### src/shared/ptc_defs.svh
`ifndef PTC_DEFS_SVH
`define PTC_DEFS_SVH

// register offsets
`define PTC_OFF_CONTROL       8'h00
`define PTC_OFF_CH_ENABLE     8'h02
`define PTC_OFF_TB_SELECT     8'h03
`define PTC_OFF_IRQ_ENABLE    8'h04
`define PTC_OFF_FLAGS         8'h05
`define PTC_OFF_MRELOAD0      8'h06
`define PTC_OFF_MRELOAD1      8'h07
`define PTC_OFF_CH_RELOAD_LO  8'h08
`define PTC_OFF_CH_RELOAD_HI  8'h09
`define PTC_OFF_CH_SELECT     8'h0A
`define PTC_OFF_FORCE_CH      8'h0B
`define PTC_OFF_EVT_STATUS    8'h0C
`define PTC_OFF_EVT_MASK      8'h0D

// field positions and counts
`define PTC_BIT_MODULE_ON     7
`define PTC_NUM_CH            4
`define PTC_NUM_MT            2

// reset values
`define PTC_RST_BYTE          8'h00
`define PTC_RST_RELOAD16      16'h0000

`endif

### src/shared/ptc_pkg.sv
package ptc_pkg;
	// register bus request
	typedef struct packed {
		logic [7:0] addr;
		logic [7:0] wdata;
		logic       wr;
		logic       rd;
	} ptc_bus_req_s;

	// per channel reload value
	typedef logic [15:0] ptc_count_t;
endpackage

### src/logic/ptc_channel_ctrl.sv
// Our own choice: the plain strobed port.
`include "ptc_defs.svh"

module ptc_channel_ctrl
	import ptc_pkg::*;
#(
	parameter int NCH = `PTC_NUM_CH
) (
	input  wire logic             i_clk_sys,
	input  wire logic             i_sys_rst,
	input  wire logic [7:0]       i_addr,
	input  wire logic [7:0]       i_wdata,
	input  wire logic             i_wr,
	input  wire logic             i_rd,
	output logic      [7:0]       o_rdata,
	output logic      [NCH-1:0]   o_ch_irq,
	output logic      [NCH-1:0]   o_periodic_trigger_out,
	output logic      [NCH*16-1:0] o_count,
	output logic                  o_irq
);

	ptc_bus_req_s req;
	logic         module_on_bit;
	logic [NCH-1:0] channel_run_bits;
	logic [NCH-1:0] timebase_select_bits;
	logic [NCH-1:0] timeout_irq_enable_bits;
	logic [NCH-1:0] timeout_flag_bits;
	logic [7:0]   micro_reload_value [2];
	logic [7:0]   micro_cnt [2];
	logic [1:0]   micro_active;
	logic [1:0]   micro_zero;
	logic [1:0]   micro_force_reload_strobes;
	ptc_count_t   channel_reload_register [NCH];
	ptc_count_t   ch_cnt [NCH];
	logic [1:0]   ch_sel;
	logic [7:0]   reload_lo_hold;
	logic [NCH-1:0] force_ch;
	logic [NCH-1:0] ch_live;
	logic [NCH-1:0] ch_start;
	logic [NCH-1:0] timeout;
	logic [NCH-1:0] prev_live;
	logic [NCH-1:0] going_off;
	logic [NCH-1:0] evt_status;
	logic [NCH-1:0] evt_mask;

	// decode of a write to one offset
	function automatic logic wr_hit(input ptc_bus_req_s r, input logic [7:0] off);
		wr_hit = r.wr && (r.addr == off);
	endfunction

	// decode of a read from one offset
	function automatic logic rd_hit(input ptc_bus_req_s r, input logic [7:0] off);
		rd_hit = r.rd && (r.addr == off);
	endfunction

	assign req = '{addr: i_addr, wdata: i_wdata, wr: i_wr, rd: i_rd};

	// channel running only when module on and run bit set
	assign ch_live = module_on_bit ? channel_run_bits : '0;
	assign ch_start = ch_live & ~prev_live;

	// channels switched off by the write of this very cycle;
	// clearing the flag at that edge means a read straight after
	// the write never sees a stale flag, and the request drops
	// one cycle earlier than it would from the registered run bits
	always_comb begin
		going_off = '0;
		if (wr_hit(req, `PTC_OFF_CONTROL) && !req.wdata[`PTC_BIT_MODULE_ON])
			going_off = '1;
		if (wr_hit(req, `PTC_OFF_CH_ENABLE))
			going_off = going_off | ~req.wdata[NCH-1:0];
	end

	// micro timer runs while any live channel selects it
	always_comb begin
		micro_active = 2'b00;
		for (int c = 0; c < NCH; c++) begin
			if (ch_live[c]) begin
				micro_active[timebase_select_bits[c]] = 1'b1;
			end
		end
	end

	// control and force strobes
	always_ff @(posedge i_clk_sys) begin
		if (i_sys_rst) begin
			module_on_bit <= 1'b0;
			micro_force_reload_strobes <= 2'b00;
		end else begin
			micro_force_reload_strobes <= 2'b00;
			if (wr_hit(req, `PTC_OFF_CONTROL)) begin
				module_on_bit <= req.wdata[`PTC_BIT_MODULE_ON];
				micro_force_reload_strobes <= req.wdata[1:0];
			end
		end
	end

	// configuration registers
	always_ff @(posedge i_clk_sys) begin
		if (i_sys_rst) begin
			channel_run_bits <= '0;
			timebase_select_bits <= '0;
			timeout_irq_enable_bits <= '0;
			micro_reload_value[0] <= `PTC_RST_BYTE;
			micro_reload_value[1] <= `PTC_RST_BYTE;
			ch_sel <= 2'b00;
		end else begin
			if (wr_hit(req, `PTC_OFF_CH_ENABLE))
				channel_run_bits <= req.wdata[NCH-1:0];
			if (wr_hit(req, `PTC_OFF_TB_SELECT))
				timebase_select_bits <= req.wdata[NCH-1:0];
			if (wr_hit(req, `PTC_OFF_IRQ_ENABLE))
				timeout_irq_enable_bits <= req.wdata[NCH-1:0];
			if (wr_hit(req, `PTC_OFF_MRELOAD0))
				micro_reload_value[0] <= req.wdata;
			if (wr_hit(req, `PTC_OFF_MRELOAD1))
				micro_reload_value[1] <= req.wdata;
			if (wr_hit(req, `PTC_OFF_CH_SELECT))
				ch_sel <= req.wdata[1:0];
		end
	end

	// channel reload register, low byte held until high byte write
	always_ff @(posedge i_clk_sys) begin
		if (i_sys_rst) begin
			reload_lo_hold <= `PTC_RST_BYTE;
			for (int c = 0; c < NCH; c++)
				channel_reload_register[c] <= `PTC_RST_RELOAD16;
		end else begin
			if (wr_hit(req, `PTC_OFF_CH_RELOAD_LO))
				reload_lo_hold <= req.wdata;
			if (wr_hit(req, `PTC_OFF_CH_RELOAD_HI))
				channel_reload_register[ch_sel] <= {req.wdata, reload_lo_hold};
		end
	end

	// channel force-load strobes, effective only on live channels
	always_ff @(posedge i_clk_sys) begin
		if (i_sys_rst)
			force_ch <= '0;
		else if (wr_hit(req, `PTC_OFF_FORCE_CH))
			force_ch <= req.wdata[NCH-1:0] & ch_live;
		else
			force_ch <= '0;
	end

	// micro time base down-counters
	generate
		for (genvar m = 0; m < 2; m++) begin : g_micro
			assign micro_zero[m] = micro_active[m] && (micro_cnt[m] == 8'h00);
			always_ff @(posedge i_clk_sys) begin
				if (i_sys_rst) begin
					micro_cnt[m] <= `PTC_RST_BYTE;
				end else if (!micro_active[m]) begin
					micro_cnt[m] <= micro_reload_value[m]; // start value on first select
				end else if (micro_force_reload_strobes[m]) begin
					micro_cnt[m] <= micro_reload_value[m];
				end else if (micro_cnt[m] == 8'h00) begin
					micro_cnt[m] <= micro_reload_value[m];
				end else begin
					micro_cnt[m] <= micro_cnt[m] - 8'h01;
				end
			end
		end
	endgenerate

	// 16-bit channel counters, flags and triggers
	generate
		for (genvar c = 0; c < NCH; c++) begin : g_ch
			// tick from the currently selected base, switched at once
			assign timeout[c] = ch_live[c] && !ch_start[c] && !force_ch[c]
				&& micro_zero[timebase_select_bits[c]] && (ch_cnt[c] == 16'h0000);

			always_ff @(posedge i_clk_sys) begin
				if (i_sys_rst) begin
					ch_cnt[c] <= `PTC_RST_RELOAD16;
				end else if (ch_start[c] || force_ch[c]) begin
					ch_cnt[c] <= channel_reload_register[c];
				end else if (ch_live[c] && micro_zero[timebase_select_bits[c]]) begin
					if (ch_cnt[c] == 16'h0000)
						ch_cnt[c] <= channel_reload_register[c];
					else
						ch_cnt[c] <= ch_cnt[c] - 16'h0001;
				end
			end

			// flag: set wins over clear, forced low when channel not live
			always_ff @(posedge i_clk_sys) begin
				if (i_sys_rst)
					timeout_flag_bits[c] <= 1'b0;
				else if (!ch_live[c] || going_off[c])
					timeout_flag_bits[c] <= 1'b0;
				else if (timeout[c])
					timeout_flag_bits[c] <= 1'b1;
				else if (wr_hit(req, `PTC_OFF_FLAGS) && req.wdata[c])
					timeout_flag_bits[c] <= 1'b0;
			end

			// trigger high for one cycle per time-out
			always_ff @(posedge i_clk_sys) begin
				if (i_sys_rst)
					o_periodic_trigger_out[c] <= 1'b0;
				else
					o_periodic_trigger_out[c] <= timeout[c];
			end

			// request level, registered
			always_ff @(posedge i_clk_sys) begin
				if (i_sys_rst)
					o_ch_irq[c] <= 1'b0;
				else
					o_ch_irq[c] <= timeout_flag_bits[c] & timeout_irq_enable_bits[c];
			end

			assign o_count[c*16 +: 16] = ch_cnt[c];
		end
	endgenerate

	// previous live state for start detection
	always_ff @(posedge i_clk_sys) begin
		if (i_sys_rst)
			prev_live <= '0;
		else
			prev_live <= ch_live;
	end

	// sticky event status, cleared by a read, set wins
	always_ff @(posedge i_clk_sys) begin
		if (i_sys_rst)
			evt_status <= '0;
		else if (rd_hit(req, `PTC_OFF_EVT_STATUS))
			evt_status <= timeout;
		else
			evt_status <= evt_status | timeout;
	end

	// event mask
	always_ff @(posedge i_clk_sys) begin
		if (i_sys_rst)
			evt_mask <= '0;
		else if (wr_hit(req, `PTC_OFF_EVT_MASK))
			evt_mask <= req.wdata[NCH-1:0];
	end

	// summary interrupt level
	always_ff @(posedge i_clk_sys) begin
		if (i_sys_rst)
			o_irq <= 1'b0;
		else
			o_irq <= |((evt_status | timeout) & evt_mask);
	end

	// read data, one cycle after the strobe
	always_ff @(posedge i_clk_sys) begin
		if (i_sys_rst) begin
			o_rdata <= 8'h00;
		end else if (req.rd) begin
			case (req.addr)
				`PTC_OFF_CONTROL:      o_rdata <= {module_on_bit, 7'h00};
				`PTC_OFF_CH_ENABLE:    o_rdata <= 8'(channel_run_bits);
				`PTC_OFF_TB_SELECT:    o_rdata <= 8'(timebase_select_bits);
				`PTC_OFF_IRQ_ENABLE:   o_rdata <= 8'(timeout_irq_enable_bits);
				`PTC_OFF_FLAGS:        o_rdata <= 8'(timeout_flag_bits);
				`PTC_OFF_MRELOAD0:     o_rdata <= micro_reload_value[0];
				`PTC_OFF_MRELOAD1:     o_rdata <= micro_reload_value[1];
				`PTC_OFF_CH_RELOAD_LO: o_rdata <= channel_reload_register[ch_sel][7:0];
				`PTC_OFF_CH_RELOAD_HI: o_rdata <= channel_reload_register[ch_sel][15:8];
				`PTC_OFF_CH_SELECT:    o_rdata <= {6'h00, ch_sel};
				`PTC_OFF_EVT_STATUS:   o_rdata <= 8'(evt_status);
				`PTC_OFF_EVT_MASK:     o_rdata <= 8'(evt_mask);
				default:               o_rdata <= 8'h00;
			endcase
		end else begin
			o_rdata <= 8'h00;
		end
	end

endmodule

### config.mk
export PLATFORM = sky130hd
export DESIGN_NAME = ptc_channel_ctrl
export DESIGN_NICKNAME = d
export VERILOG_FILES = /design/src/shared/ptc_pkg.sv /design/src/logic/ptc_channel_ctrl.sv
export VERILOG_INCLUDE_DIRS = /design/src /design/src/shared
export SDC_FILE = /design/constraint.sdc
export NUM_CORES = 1
export LEC_CHECK = 0
export BUFFER_PORTS_ARGS = -buffer_cell sky130_fd_sc_hd__buf_2
export CAP_MARGIN = 20
export CORE_MARGIN = 4
export CORE_UTILIZATION = 55
export DETAILED_ROUTE_END_ITERATION = 8
export HOLD_SLACK_MARGIN = 0.1
export MAX_ROUTING_LAYER = met4
export PLACE_DENSITY = 0.75
export SYNTH_ARGS = -nofsm -noshare
export SYNTH_HDL_FRONTEND = slang
export SYNTH_SLANG_ARGS = --single-unit
### constraint.sdc
create_clock -name i_clk_sys -period 7.2 [get_ports i_clk_sys]
set_input_delay 0.36 -clock i_clk_sys [delete_from_list [all_inputs] [get_ports i_clk_sys]]
set_output_delay 0.36 -clock i_clk_sys [all_outputs]
set_load 0.03 [all_outputs]
* Word level (Yosys, flattened, before mapping)
Memories as Yosys holds them, arrays and structs flattened. A register that Yosys moved wholly into a read port is not among the register bits.
Cells that the tools add are included.
** Operators by class
- Add/subtract/negate cells :: 6
- Order comparisons :: 8
- Equal/unequal tests :: 12
- Mux-type cells :: 157
- Bitwise gates (word level) :: 39
- Reduce and logical (&&, ||, !) cells :: 85
** Operators by type and width (number)
- 16-bit two-way mux :: 13
- 1-bit two-way mux :: 118
- 8-bit case mux with 12 select lines :: 1
- 8-bit two-way mux :: 10
- 16-bit zero test :: 4
- 16-bit by 1-bit subtractor with 16-bit output, second input constant :: 4
- 8-bit by 4-bit equality test with 1-bit output, second input constant :: 6
- 1-bit logical AND :: 44
- 8-bit by 3-bit equality test with 1-bit output, second input constant :: 4
- 8-bit zero test :: 3
- 1-bit bitwise OR :: 22
- 8-bit by 2-bit equality test with 1-bit output, second input constant :: 2
- 4-bit two-way mux :: 4
- 16-bit OR reduction :: 1
- 8-bit by 1-bit subtractor with 8-bit output, second input constant :: 2
- 2-bit two-way mux :: 7
- 2-bit OR reduction :: 7
- 1-bit zero test :: 13
- 4-bit AND :: 3
- 1-bit logical OR :: 8
- 1-bit by 2-bit < comparator with 1-bit output, second input constant :: 4
- 4-bit inverter :: 2
- 4-bit bitwise OR :: 2
- 2-bit nonzero test :: 4
- 6 further kinds :: 19
** Word-level totals
- Register bits after elaboration :: 62
- Bits in writable memories :: 160
- Bits of input ports :: 20
- Output and inout bits :: 81
- Word-level logic and storage cells :: 336
- Memories :: 4
** Memory list
- ch_cnt :: words 4, width 16, rd ports 4, clocked after memory_dff 0, wr ports 4, RTL line ptc_channel_ctrl.sv:34 : ptc_count_t ch_cnt [NCH];
- channel_reload_register :: words 4, width 16, rd ports 5, clocked after memory_dff 1, wr ports 4, RTL line ptc_channel_ctrl.sv:33 : ptc_count_t channel_reload_register [NCH];
- micro_cnt :: words 2, width 8, rd ports 2, clocked after memory_dff 0, wr ports 2, RTL line ptc_channel_ctrl.sv:29 : logic [7:0] micro_cnt [2];
- micro_reload_value :: words 2, width 8, rd ports 2, clocked after memory_dff 0, wr ports 2, RTL line ptc_channel_ctrl.sv:28 : logic [7:0] micro_reload_value [2];

* Depth between registers and ports, before layout
- Word-level depth :: 21
- Mapped depth :: 9

* Worst setup path after synthesis
No wires, ideal clock.
- Kind :: register to register
- Start :: mem ch_cnt[3][5] in the netlist's numbering
- End :: mem ch_cnt[3][15] in the netlist's numbering, data pin
- Library setup time :: 0.262 ns
- Arrival time :: 2.160 ns
- Data required time :: 6.938 ns
- Setup slack :: 4.778 ns
- Cell stages (with the launch flop) :: 6
- Cell sequence :: edfxtp_1 -> or4_1 -> or3_1 -> or4_1 -> xor2_1 -> o2bb2ai_1
** RTL lines (RTL line)
- start, declared :: ptc_channel_ctrl.sv:34

==> results.py <==
metrics = {
    "grt": {
        "antenna_found_initial": 0,
        "gr-total-overflow": 0,
        "grt_max_degree": 51,
        "grt_first_pass_wirelength_mm": 47.6,
        "first_global_vias": 8023,
        "grt_use_total": 0.284,
    },
    "yosys": {
        "synth_top_area_frac": 0.429,
        "postSynth.asyncResetShare": 0,
        "ys_types": 75,
        "synth.most_common_cell": "edfxtp_1",
        "ys_seq_elements": 224,
        "yosys_warnings": 0,
        "postSynthAreaPerCell_um2": 11.3,
        "yosys.area.top_type": "edfxtp_1",
        "syn_inst": 990,
        "synth_area_leaders": "edfxtp_1, dfxtp_1, and2_1",
        "synth_edf_count": 160,
        "synthFlopType": "edfxtp_1",
        "synth_common_cells": "edfxtp_1, nor2_1, and2_1",
        "seq_area_frac_synth": 0.543,
        "syn_area_um2": 11200,
    },
    "finish": {
        "num-fill-cells": 1530,
        "final_cell_count_no_fill": 1369,
        "area_growth_pct": 14.1,
        "n_antenna_cell": 0,
        "final_core_util": 0.647,
        "drive_above_1_share": 0.168,
        "final_design_area_no_fill_um2": 12800,
        "fin_nets": 1112,
    },
    "setup_path": {
        "cp.arrival_ns": 3.43,
        "worstSetupPathType": "flop to flop",
        "critPathLaunchType": "flop",
        "crit_chain": "inv_1 -> ha_1 -> nor4b_1 -> and2_1 -> a41oi_1 -> nor2_1 -> a311oi_1",
        "max_stage_delay_ns": 0.80,
        "cp_data_required_time_ns": 7.42,
        "slowest_stage": "nor2_1",
        "end_kind": "flop",
        "crit_fanout": 14,
    },
    "cts": {
        "cts_resized": 0,
        "holdBufCountCts": 0,
        "cts_tree": "done",
        "clk_pin_slew_worst_paths_ns": 0.06,
        "tritoncts_num_sinks": 224,
        "clk_path_buf_depth": 3,
        "post_cts_buffers": 0,
        "htree_levels": 1,
        "worstSkewPairLatency_ns": 0.51,
        "clock-root-buffer": "clkbuf_16",
        "cts_buffers": 24,
    },
    "drt": {
        "wl_per_cell_um": 22.8,
        "num_vias": 8539,
        "drtIter0Drc": 1020,
        "routed_wl_mm": 31.3,
        "viasPerCell": 6.24,
        "drc": 0,
        "drt_pass1_iterations": 5,
        "ant_nets": 0,
    },
    "placed_design": {
        "gp_congestion": 1.00,
        "place_area_um2": 11900,
        "portBuffers": 100,
        "dpl.hpwl_mm": 22.5,
        "dp_cells": 1324,
    },
    "timing": {
        "max_freq_mhz": 311,
        "skew_ns": 0.0109,
        "fin_tns_setup_ns": 0,
        "finalSetupViolCount": 0,
        "max_slew.worst_pin.slew_ns": 0.925,
        "finalCriticalPeriod_ns": 3.21,
        "rsz0062_at_grt": "false",
        "min_period_over_period": 0.446,
        "hold_viol": 0,
        "final_max_slew_viol_count": 0,
        "relSlewSlack": 0.380,
    },
    "die": {
        "start_util": 0.567,
        "fp-row-count": 51,
        "dieHeight_um": 151,
        "die-area_um2": 22700,
        "die_x_um": 151,
        "io_pins": 101,
        "core_area_um2": 19800,
    },
    "pwr": {
        "vdd_drop_max_uv": 184,
        "totalPowerFinal_uw": 2910,
        "powerDensity_nw_per_um2": 227,
        "p_leak_uw": 0.00455,
    },
    "flow_run": {
        "drv_cap": 0,
    },
    "min_path": {
        "min_path_type": "primary input to flop",
    },
    "outcome": {
        "outcome": "finished clean",
    },
}
-- power breakdown --
group | internal [uW] | switching (uW) | leakage, uW
sequential | 1420 | 42.3 | 0.00214
clock | 780 | 502 | 0.000413
combinational | 50.9 | 115 | 0.00199
-- kinds of logic (layout without fill, tap and decap cells) --
| kind of cell | Yosys count | after routing | share of synthesized area |
|---|---|---|---|
| adders and majority gates | 6 | 6 | 0.00670 |
| DFF | 224 | 224 | 0.543 |
| muxes | 39 | 39 | 0.0530 |
| AOI/OAI and AO/OA | 177 | 177 | 0.121 |
| buffers and inverters | 67 | 166 | 0.0244 |
| and+or+nand+nor | 413 | 413 | 0.202 |
| xor gates and xnor gates | 63 | 63 | 0.0492 |
| other | 1 | 16 | 0.000335 |
-- layout make-up --
type,instances,area [um2],share of cell area
Sequential cell,224,6090,0.476
Multi-Input combinational cell,714,4910,0.384
Clock buffer,37,776,0.0606
Timing Repair Buffer,106,566,0.0442
Tap cell,265,332,0.0259
Clock inverter,7,66.3,0.00518
Inverter,16,60.1,0.00470
-- critical path: cells and delay by family (launching register included) --
family                   cells  cell delay, ns
buffers and inverters        1            0.08
adder cells (fa/ha/maj)      1            0.18
AO/OA/AOI/OAI                2            0.52
AND/OR/NAND/NOR              3            1.73
flip-flops                   1            0.41
-- worst paths after layout --
kind | from | to | slack, ns | depth (start not counted)
setup / recovery | micro_cnt[1][0] | ch_cnt[2][6] | 3.99 | 7
setup reg to reg | micro_cnt[1][0] | ch_cnt[2][6] | 3.99 | 7
hold / removal | i_wdata[5] | reload_lo_hold[5] | 0.25 | 3
hold reg to reg | timeout_flag_bits[3] | o_ch_irq[3] | 0.47 | 2
-- through the flow --
stage	hold slack [ns]	setup WS, ns
after floorplan	0.420	4.78
after global placement	0.461	3.86
after detailed placement	0.460	3.84
after CTS	0.227	3.99
after global routing	0.261	3.79
final	0.252	3.99
-- cells in the final DEF, fill, tap and decap left out, types with 26 or more instances in the layout --
cell type  count
o2bb2ai_1     48
nor3_1        26
buf_2        100
edfxtp_1     160
a211oi_1      27
nor2_1        91
xor2_1        27
and2_1        78
clkbuf_16     29
nand2_1       67
nand3_1       29
a21oi_1       32
dfxtp_1       64
xnor2_1       36
-- flip-flops by register name, summed over array words and instances, names as in the netlist, 8 cells and up, named ones only --
register and cells:
ch_cnt 64, channel_reload_register 64, micro_cnt 16, micro_reload_value 16, o_rdata 8, reload_lo_hold 8
-- metal layers --
layer | global-route usage | wire length, um | up-vias | part of all wire
li1 | - | - | 3915 | -
met1 | 0.409 | 13300 | 4045 | 0.43
met2 | 0.401 | 13300 | 481 | 0.43
met3 | 0.0503 | 3160 | 98 | 0.10
met4 | 0.112 | 1460 | 0 | 0.047
met5 | - | 0 | - | 0
Power figures use the tool's default switching activity.
